**config.mk**
```make
export PLATFORM = sky130hd
export DESIGN_NAME = phsc_ctrl
export DESIGN_NICKNAME = d
export VERILOG_FILES = /design/src/phsc_pkg.sv /design/src/phsc_ctrl.sv
export SDC_FILE = /design/constraint.sdc
export NUM_CORES = 1
export LEC_CHECK = 0
export BUFFER_PORTS_ARGS = -buffer_cell sky130_fd_sc_hd__buf_4
export CAP_MARGIN = 40
export CORE_UTILIZATION = 43
export DETAILED_ROUTE_END_ITERATION = 6
export MAX_ROUTING_LAYER = met4
export PLACE_DENSITY = 0.68
export RECOVER_POWER = 50
export SETUP_SLACK_MARGIN = 0.2
export SLEW_MARGIN = 20
export SYNTH_ARGS = -nofsm -noshare
export SYNTH_HDL_FRONTEND = slang
export SYNTH_SLANG_ARGS = --single-unit
```
**constraint.sdc**
```tcl
create_clock -name core_clk -period 3.2 [get_ports core_clk]
set_input_delay 0.32 -clock core_clk [delete_from_list [all_inputs] [get_ports core_clk]]
set_output_delay 0.32 -clock core_clk [all_outputs]
set_load 0.02 [all_outputs]
```
**src/phsc_pkg.sv**
```systemverilog
// shared types and constants for the pipeline hazard stall control block
package phsc_pkg;

    localparam int          AGEN_REG_W  = 5;
    localparam int          CNT_W       = 2;
    localparam logic [1:0]  STALL_ADJ   = 2'h2;  // producer directly ahead
    localparam logic [1:0]  STALL_GAP   = 2'h1;  // one instruction between
    localparam logic [1:0]  STALL_NONE  = 2'h0;
    localparam logic [1:0]  BRANCH_OVH  = 2'h3;  // flushed slots after a taken branch
    localparam logic [1:0]  FLUSH_AT_TAKE = 2'h2;  // slots cleared on the taken edge itself
    localparam logic [1:0]  CNT_STEP    = 2'h1;

    // unit whose flags an instruction updates
    typedef enum logic [1:0] {
        PHSC_UNIT_NONE = 2'b00,
        PHSC_UNIT_ALU  = 2'b01,
        PHSC_UNIT_MUL  = 2'b10,
        PHSC_UNIT_BTST = 2'b11
    } phsc_unit_t;

    // source of the condition an instruction tests
    typedef enum logic [2:0] {
        PHSC_COND_NONE = 3'b000,
        PHSC_COND_ALU  = 3'b001,
        PHSC_COND_MUL  = 3'b010,
        PHSC_COND_BTST    = 3'b011,
        PHSC_COND_NOT_EXP = 3'b100
    } phsc_cond_t;

    // decoded instruction as it travels down the pipe
    typedef struct packed {
        logic                  valid;
        logic                  agen_load;    // loads a data_address_generator register
        logic [AGEN_REG_W-1:0] load_reg;
        logic                  addr_gen;     // memory access or indirect branch target
        logic [AGEN_REG_W-1:0] idx_reg;      // index register used or read
        logic [AGEN_REG_W-1:0] mod_reg;      // modify register used
        logic                  idx_read;     // plain read of idx_reg
        logic                  is_branch;
        phsc_cond_t            cond;
        phsc_unit_t            flag_unit;    // flags this instruction updates
        logic                  status_write; // writes arith_status_x/y or flag regs
        logic                  cond_postmod; // conditional post-modify on idx_reg
    } phsc_instr_t;

    // look-ahead information about the instruction following Decode
    typedef struct packed {
        logic                  expiry_change; // counted_loop_setup, push/pop, abort, counter load
        logic                  loop_back;    // counter change from normal loop-back only
    } phsc_follow_t;

    localparam phsc_instr_t NOP_INSTR = '0;

endpackage

```
**src/phsc_ctrl.sv**
```systemverilog
// stall and flush control for the five-stage instruction pipeline
`timescale 1ns/10ps
// Functional notes
// - target registers read in Decode, loads land at end of Execute; stall to order
// - indirect branch right after its register load: hold later instructions two cycles
// - one unrelated instruction between load and indirect branch: hold one cycle
// - taken jump, call or return adds three nop slots; return target from stack
// - conditional branch right after matching flag update stalls one cycle
// - multiplier compute then multiplier-flag condition stalls two cycles total
// - not-expired branch in Decode, next instruction changes expiry: stall two cycles
// - same expiry dependency on a non-branch stalls one cycle
// - counter change from normal loop-back never stalls not-expired conditions
// - status write, conditional post-modify, same index use: stall two cycles
// - one unrelated instruction around the post-modify: stall one cycle
// - two or more unrelated instructions around the post-modify: no stall
// - flag dependency only between matching units
// - memory access using register loaded one or two instructions back stalls 2/1
module phsc_ctrl #(
    parameter int AGEN_REG_W = phsc_pkg::AGEN_REG_W
) (
    input  wire logic                  core_clk,
    input  wire logic                  resetn,
    input  wire phsc_pkg::phsc_instr_t f2_instr,
    input  wire phsc_pkg::phsc_follow_t f1_follow,
    input  wire logic                  exe_taken,
    input  wire logic                  exe_return,
    output logic                       fetch_hold_q,
    output phsc_pkg::phsc_instr_t      dec_q,
    output phsc_pkg::phsc_instr_t      addr_q,
    output phsc_pkg::phsc_instr_t      exe_q,
    output logic                       pc_from_stack_q,
    output logic [1:0]                 stall_left_q
);

    // the instruction layout is shared with fetch, so the width is not free per instance
    if (AGEN_REG_W != phsc_pkg::AGEN_REG_W)
    begin : g_bad_width
        $error("phsc_ctrl: AGEN_REG_W must match the shared instruction layout");
    end

    // what the pipeline does on the coming edge
    typedef enum logic [1:0] {
        PHSC_ACT_ADVANCE = 2'b00,
        PHSC_ACT_HOLD    = 2'b01,
        PHSC_ACT_FLUSH   = 2'b10
    } phsc_act_t;

    typedef struct packed {
        phsc_pkg::phsc_instr_t  dec;
        phsc_pkg::phsc_instr_t  addr;
        phsc_pkg::phsc_instr_t  exe;
        phsc_pkg::phsc_instr_t  hist0;   // last instruction issued from Decode
        phsc_pkg::phsc_instr_t  hist1;   // the one before that
        logic [phsc_pkg::CNT_W-1:0] cnt; // stall cycles still owed by Decode
        logic [phsc_pkg::CNT_W-1:0] sq;  // fetched slots still to squash
        logic                   hold;
        logic                   pcs;
    } phsc_state_t;

    phsc_state_t st_q;
    phsc_state_t st_d;

    // producer p loads a register that consumer c uses for address generation
    function automatic logic agen_hit(
        input phsc_pkg::phsc_instr_t p,
        input phsc_pkg::phsc_instr_t c
    );
        logic reg_match;
        reg_match = (p.load_reg == c.idx_reg) || (p.load_reg == c.mod_reg);
        agen_hit  = p.valid && p.agen_load && c.valid && c.addr_gen && reg_match;
    endfunction

    // condition tested by c depends on flags of unit u
    function automatic logic flag_match(input phsc_pkg::phsc_cond_t c,
                                        input phsc_pkg::phsc_unit_t u);
        case (c)
            phsc_pkg::PHSC_COND_ALU: flag_match = (u == phsc_pkg::PHSC_UNIT_ALU);
            phsc_pkg::PHSC_COND_MUL: flag_match = (u == phsc_pkg::PHSC_UNIT_MUL);
            phsc_pkg::PHSC_COND_BTST: flag_match = (u == phsc_pkg::PHSC_UNIT_BTST);
            default:                  flag_match = 1'b0;
        endcase
    endfunction

    // c touches the index register that p post-modifies conditionally
    function automatic logic same_idx(input phsc_pkg::phsc_instr_t p,
                                      input phsc_pkg::phsc_instr_t c);
        same_idx = p.valid && c.valid && (c.addr_gen || c.idx_read) &&
                   (p.idx_reg == c.idx_reg);
    endfunction

    function automatic logic [1:0] max2(input logic [1:0] a, input logic [1:0] b);
        max2 = (a > b) ? a : b;
    endfunction

    // address registers are read in Decode but written at the end of Execute
    function automatic logic [1:0] stall_agen(
        input phsc_pkg::phsc_instr_t n0,
        input phsc_pkg::phsc_instr_t n1,
        input phsc_pkg::phsc_instr_t c
    );
        stall_agen = phsc_pkg::STALL_NONE;
        if (agen_hit(n0, c))
        begin
            stall_agen = phsc_pkg::STALL_ADJ;
        end
        else if (agen_hit(n1, c))
        begin
            stall_agen = phsc_pkg::STALL_GAP;
        end
    endfunction

    // flags are tested in Address but updated at the end of Execute
    function automatic logic [1:0] stall_flag(
        input phsc_pkg::phsc_instr_t n0,
        input phsc_pkg::phsc_instr_t c
    );
        stall_flag = phsc_pkg::STALL_NONE;
        if (c.valid && c.is_branch && n0.valid && flag_match(c.cond, n0.flag_unit))
        begin
            if (c.cond == phsc_pkg::PHSC_COND_MUL)
            begin
                stall_flag = phsc_pkg::STALL_ADJ;
            end
            else
            begin
                stall_flag = phsc_pkg::STALL_GAP;
            end
        end
    endfunction

    // loop-back updates of the counter never count as an expiry change
    function automatic logic [1:0] stall_exp(
        input phsc_pkg::phsc_instr_t  c,
        input phsc_pkg::phsc_follow_t f
    );
        logic dep;
        stall_exp = phsc_pkg::STALL_NONE;
        dep = c.valid && (c.cond == phsc_pkg::PHSC_COND_NOT_EXP) &&
              f.expiry_change && !f.loop_back;
        if (dep)
        begin
            if (c.is_branch)
            begin
                stall_exp = phsc_pkg::STALL_ADJ;
            end
            else
            begin
                stall_exp = phsc_pkg::STALL_GAP;
            end
        end
    endfunction

    // status write, conditional post-modify, reuse of the same index
    function automatic logic [1:0] stall_ctl(
        input phsc_pkg::phsc_instr_t n0,
        input phsc_pkg::phsc_instr_t n1,
        input phsc_pkg::phsc_instr_t n2,
        input phsc_pkg::phsc_instr_t c
    );
        stall_ctl = phsc_pkg::STALL_NONE;
        if (n0.cond_postmod && same_idx(n0, c))
        begin
            if (n1.valid && n1.status_write)
            begin
                stall_ctl = phsc_pkg::STALL_ADJ;
            end
            else if (n2.valid && n2.status_write)
            begin
                stall_ctl = phsc_pkg::STALL_GAP;
            end
        end
        else if (n1.cond_postmod && same_idx(n1, c) && n2.valid && n2.status_write)
        begin
            stall_ctl = phsc_pkg::STALL_GAP;
        end
        // wider spacing leaves the result at zero
    endfunction

    phsc_pkg::phsc_instr_t p0;
    phsc_pkg::phsc_instr_t p1;
    phsc_pkg::phsc_instr_t p2;
    phsc_pkg::phsc_instr_t inc;
    logic [1:0]            need_agen;
    logic [1:0]            need_flag;
    logic [1:0]            need_exp;
    logic [1:0]            need_ctl;
    logic [1:0]            need;
    logic                  kill_in;
    phsc_act_t             act;

    always_comb
    begin
        st_d      = st_q;
        kill_in   = exe_taken || (st_q.sq != '0);
        inc       = kill_in ? phsc_pkg::NOP_INSTR : f2_instr;
        // predecessors of the incoming instruction, nearest first
        p0        = exe_taken ? phsc_pkg::NOP_INSTR : st_q.dec;
        p1        = st_q.hist0;
        p2        = st_q.hist1;
        need_agen = stall_agen(p0, p1, inc);
        need_flag = stall_flag(p0, inc);
        need_exp  = stall_exp(inc, f1_follow);
        need_ctl  = stall_ctl(p0, p1, p2, inc);
        // overlapping causes share their stall cycles rather than adding up
        need      = max2(max2(need_agen, need_flag), max2(need_exp, need_ctl));

        if (exe_taken)
        begin
            act = PHSC_ACT_FLUSH;
        end
        else if (st_q.cnt != '0)
        begin
            act = PHSC_ACT_HOLD;
        end
        else
        begin
            act = PHSC_ACT_ADVANCE;
        end

        // Execute always takes what Address held
        st_d.exe = st_q.addr;
        st_d.pcs = 1'b0;

        case (act)
            PHSC_ACT_FLUSH:
            begin
                // decode slot and the one fetched slot behind it become nops; sq squashes the next fetched slot
                st_d.addr  = phsc_pkg::NOP_INSTR;
                st_d.dec   = phsc_pkg::NOP_INSTR;
                st_d.hist1 = st_q.hist0;
                st_d.hist0 = phsc_pkg::NOP_INSTR;
                st_d.sq    = phsc_pkg::BRANCH_OVH - phsc_pkg::FLUSH_AT_TAKE;
                st_d.cnt   = '0;
                st_d.pcs   = exe_return;
            end
            PHSC_ACT_HOLD:
            begin
                // Decode and fetch hold, a bubble enters Address
                st_d.addr = phsc_pkg::NOP_INSTR;
                st_d.cnt  = st_q.cnt - phsc_pkg::CNT_STEP;
            end
            PHSC_ACT_ADVANCE:
            begin
                st_d.addr  = st_q.dec;
                st_d.hist1 = st_q.hist0;
                st_d.hist0 = st_q.dec;
                st_d.dec   = inc;
                st_d.cnt   = need;
                if (st_q.sq != '0)
                begin
                    st_d.sq = st_q.sq - phsc_pkg::CNT_STEP;
                end
            end
            default:
            begin
                st_d = '0;
            end
        endcase

        st_d.hold = (st_d.cnt != '0);
    end

    always_ff @(posedge core_clk or negedge resetn)
    begin
        if (!resetn)
        begin
            st_q <= '0;
        end
        else
        begin
            st_q <= st_d;
        end
    end

    assign fetch_hold_q    = st_q.hold;
    assign dec_q           = st_q.dec;
    assign addr_q          = st_q.addr;
    assign exe_q           = st_q.exe;
    assign pc_from_stack_q = st_q.pcs;
    assign stall_left_q    = st_q.cnt;

endmodule

```
==> flow_summary_export.csv <==
group,metric,value,unit
logic_synthesis,synth_top_area_frac,0.497,
detailed_routing,num_vias,3446,
worst_setup_path,arrival,3410,ps
timing,relSlewSlack,-0.450,
worst_setup_path,crit_family,"compound AO/OA/AOI/OAI gates",
timing,grt_setup_unrepaired,"true",
global_route,grt_pass1_wl,17.5,mm
clock_tree,cts_tree,"done",
timing,setup-violations-final,0,
cells_and_area,final_util,0.506,
place,place_area,5600,sq um
place,post-place-ws,-96.2,ps
clock_tree,clkTransAtPathRegs,70,ps
logic_synthesis,synth_fa_ha_area_frac,0.0265,
timing,clock_skew,7.32,ps
logic_synthesis,synthFlopType,"dfrtp_1",
global_route,gr-total-overflow,0,
clock_tree,clock_path_buffers,2,
clock_tree,clk-insertion-delay-late,350,ps
cells_and_area,fin_area,5850,sq um
cells_and_area,antenna_cells,0,
worst_setup_path,cp_data_required_time,3430,ps
global_route,grt_max_degree,52,
global_route,grt_pass1_vias,3373,
global_route,grt_antenna_before_repair,0,
logic_synthesis,yosys_warnings,0,
timing,setup_slack,20.1,ps
logic_synthesis,synth_area_leaders,"dfrtp_1 50%, buf_4 12%, a22o_1 4.1%",
cells_and_area,synthToLayoutAreaGrowth,12.8,%
floorplan,io_pins,118,
floorplan,die_x,112,um
detailed_routing,routed_wl,10.9,mm
detailed_routing,ant_nets,0,
detailed_routing,wl_per_cell,16.6,um
place,portBuffers,117,
logic_synthesis,syn-num-nets,530,
clock_tree,numCtsBuffers,9,
logic_synthesis,synth_most_common_cell,"dfrtp_1",
timing,period_share,0.994,
floorplan,fp.coreArea,11600,sq um
logic_synthesis,syn_inst,486,
logic_synthesis,async_flop_share,1.00,
power,ir_drop,0.000262,V
worst_setup_path,crit_path_end_kind,"register",
logic_synthesis,synth_mux_area_frac,0.0101,
clock_tree,cts_num_sinks,103,
place,gp_congestion,0.915,
logic_synthesis,synth-compound-area-share,0.134,
timing,period_needed,3180,ps
floorplan,die_area,12500,sq um
logic_synthesis,synth-seq-cells,103,
power,leakagePower,2.89,nW
logic_synthesis,avgSynthCellArea,10.7,sq um
detailed_routing,drtPass1Iterations,7,
logic_synthesis,synth_top_family_by_area,"buffers and inverters",
cells_and_area,drive_above_1_share,0.265,
worst_setup_path,slowest_stage,"a2111oi_4",
worst_setup_path,critPathKind,"reg2reg",
logic_synthesis,synth-xor-area-share,0.0321,
logic_synthesis,synth.largest_area_cell,"dfrtp_1",
timing,worstMarginPinSlew,2170,ps
logic_synthesis,yosysSeqAreaShare,0.497,
detailed_routing,drc,14,
logic_synthesis,synthTopCellsByCount,"103 x dfrtp_1, 85 x buf_4, 42 x clkbuf_1",
logic_synthesis,synth_edf_count,0,
clock_tree,clock-root-buffer,"clkbuf_16",
floorplan,die-height,112,um
worst_setup_path,cp_slowest_stage_delay,410,ps
worst_setup_path,path_buf_inv,2,
timing,slew_violations,38,
logic_synthesis,synth-simple-area-share,0.129,
logic_synthesis,syn_area,5180,sq um
flow_run,cap_violations,1,
clock_tree,h-tree-depth,3,
timing,timing.fmax,0.314,GHz
global_route,grt_usage,0.188,
cells_and_area,fin_nets,553,
power,power_density,607,nW/um^2
floorplan,num_rows,39,
logic_synthesis,yosysUniqueCellTypes,52,
floorplan,start_util,0.448,
worst_setup_path,path_cells,"inv_2 -> ha_4 -> and4b_1 -> o221ai_2 -> a2111oi_4 -> mux2i_1 -> ha_1 -> a21oi_2 -> nand2_1 -> o21a_1 -> ha_2 -> a21oi_2 -> inv_1 -> a32oi_2 -> nand3b_1",
worst_setup_path,crit_top_cell,"a21oi_2",
run_status,violations,"DRC, capacitance limit, slew limit",
worst_setup_path,start_kind,"register",
detailed_routing,vias_per_cell,5.25,
timing,hold_viol,0,
place,dp_hpwl,7.98,mm
run_status,status,"finished with violations",
detailed_routing,drt_iter0_drc,185,
worst_setup_path,path_max_fanout,7,
worst_hold_path,hp-class,"in2reg",
==> path summary, 6_finish.rpt <==
path	start	endpoint	slack, ps	cells after the start
max in group asynchronous	resetn	p1[0]$_DFFE_PN0P_	690	4
max reg2reg	st_q[3]$_DFFE_PN0P_	fetch_hold_q$_DFF_PN0_	20	15
max	st_q[3]$_DFFE_PN0P_	fetch_hold_q$_DFF_PN0_	20	15
min	f2_instr[20]	dec_q[20]$_DFFE_PN0P_	190	2
min in group asynchronous	resetn	exe_q[20]$_DFF_PN0_	1150	2
min reg2reg	addr_q[4]$_DFF_PN0_	exe_q[4]$_DFF_PN0_	370	0
==> layout by cell type, fill, tap and decap left out, types with 5 or more instances in the layout <==
cell / count
clkbuf_1: 53
and2_1: 31
xor2_1: 10
a21oi_1: 7
clkbuf_16: 9
a22o_1: 24
nand2b_1: 10
o21ai_0: 5
a21o_1: 14
xnor2_1: 9
buf_4: 89
nand4_1: 5
nor2_1: 20
ha_1: 7
inv_1: 12
nand3_1: 9
dfrtp_1: 103
nor4bb_1: 5
nand2_1: 12
==> state kept, by name, summed over array words and instances, names as in the netlist <==
register,count
exe_q,27
p2,2
stall_left_q,2
pc_from_stack_q,1
addr_q,27
fetch_hold_q,1
st_q,2
dec_q,27
p1,14
==> report_power, final <==
| part | leakage, nW | internal, mW | switching, mW |
|---|---|---|---|
| clock | 0.141 | 0.545 | 0.503 |
| combinational | 1.33 | 0.422 | 0.542 |
| sequential | 1.42 | 1.43 | 0.113 |
| total | 2.89 | 2.40 | 1.16 |
==> cells by family after synthesis <==
| logic type | after synthesis |
|---|---|
| buffers and inverters | 148 |
| AND/OR/NAND/NOR | 115 |
| flip-flops | 103 |
| AO/OA/AOI/OAI | 85 |
| XOR/XNOR | 19 |
| adder cells (fa/ha/maj) | 11 |
| multiplexers | 5 |
==> per-stage QoR <==
step                power, mW  hold WS, ps  cells  TNS, ps
finish                   3.55          186    657        0
global route             3.74          172    657     -403
CTS                      3.61          176    655        0
detailed placement       2.51          327    632     -153
global placement         2.48          361    631        0
floorplan                2.26         24.4    486        0
==> area by class of cell <==
cell class / count / area, sq um
fillers: 1057 / 5710
flip-flops and latches: 103 / 2580
multi-input cells: 235 / 1830
repair buffers: 145 / 916
clock buffers: 9 / 225
well taps: 143 / 179
clock inverters: 7 / 66.3
inverters: 15 / 56.3
==> routing by layer <==
layer | up-vias | track usage | share of wire
met5 | - | - | 0
met2 | 103 | 0.285 | 0.47
met1 | 1720 | 0.240 | 0.45
met3 | 22 | 0.0501 | 0.054
met4 | 0 | 0.0721 | 0.021
li1 | 1601 | - | -
==> timing repair <==
action | in CTS | in global routing
endpoints found under the hold margin | 37 | 0
buffers inserted | 6 | 2
resized for setup | 7 | 11
endpoints found under the setup margin | 2 | 2
hold buffers | 1 | 0
pin swaps | 4 | 16
gates cloned | 0 | 0
No activity file was read; power rests on OpenSTA's default activity.
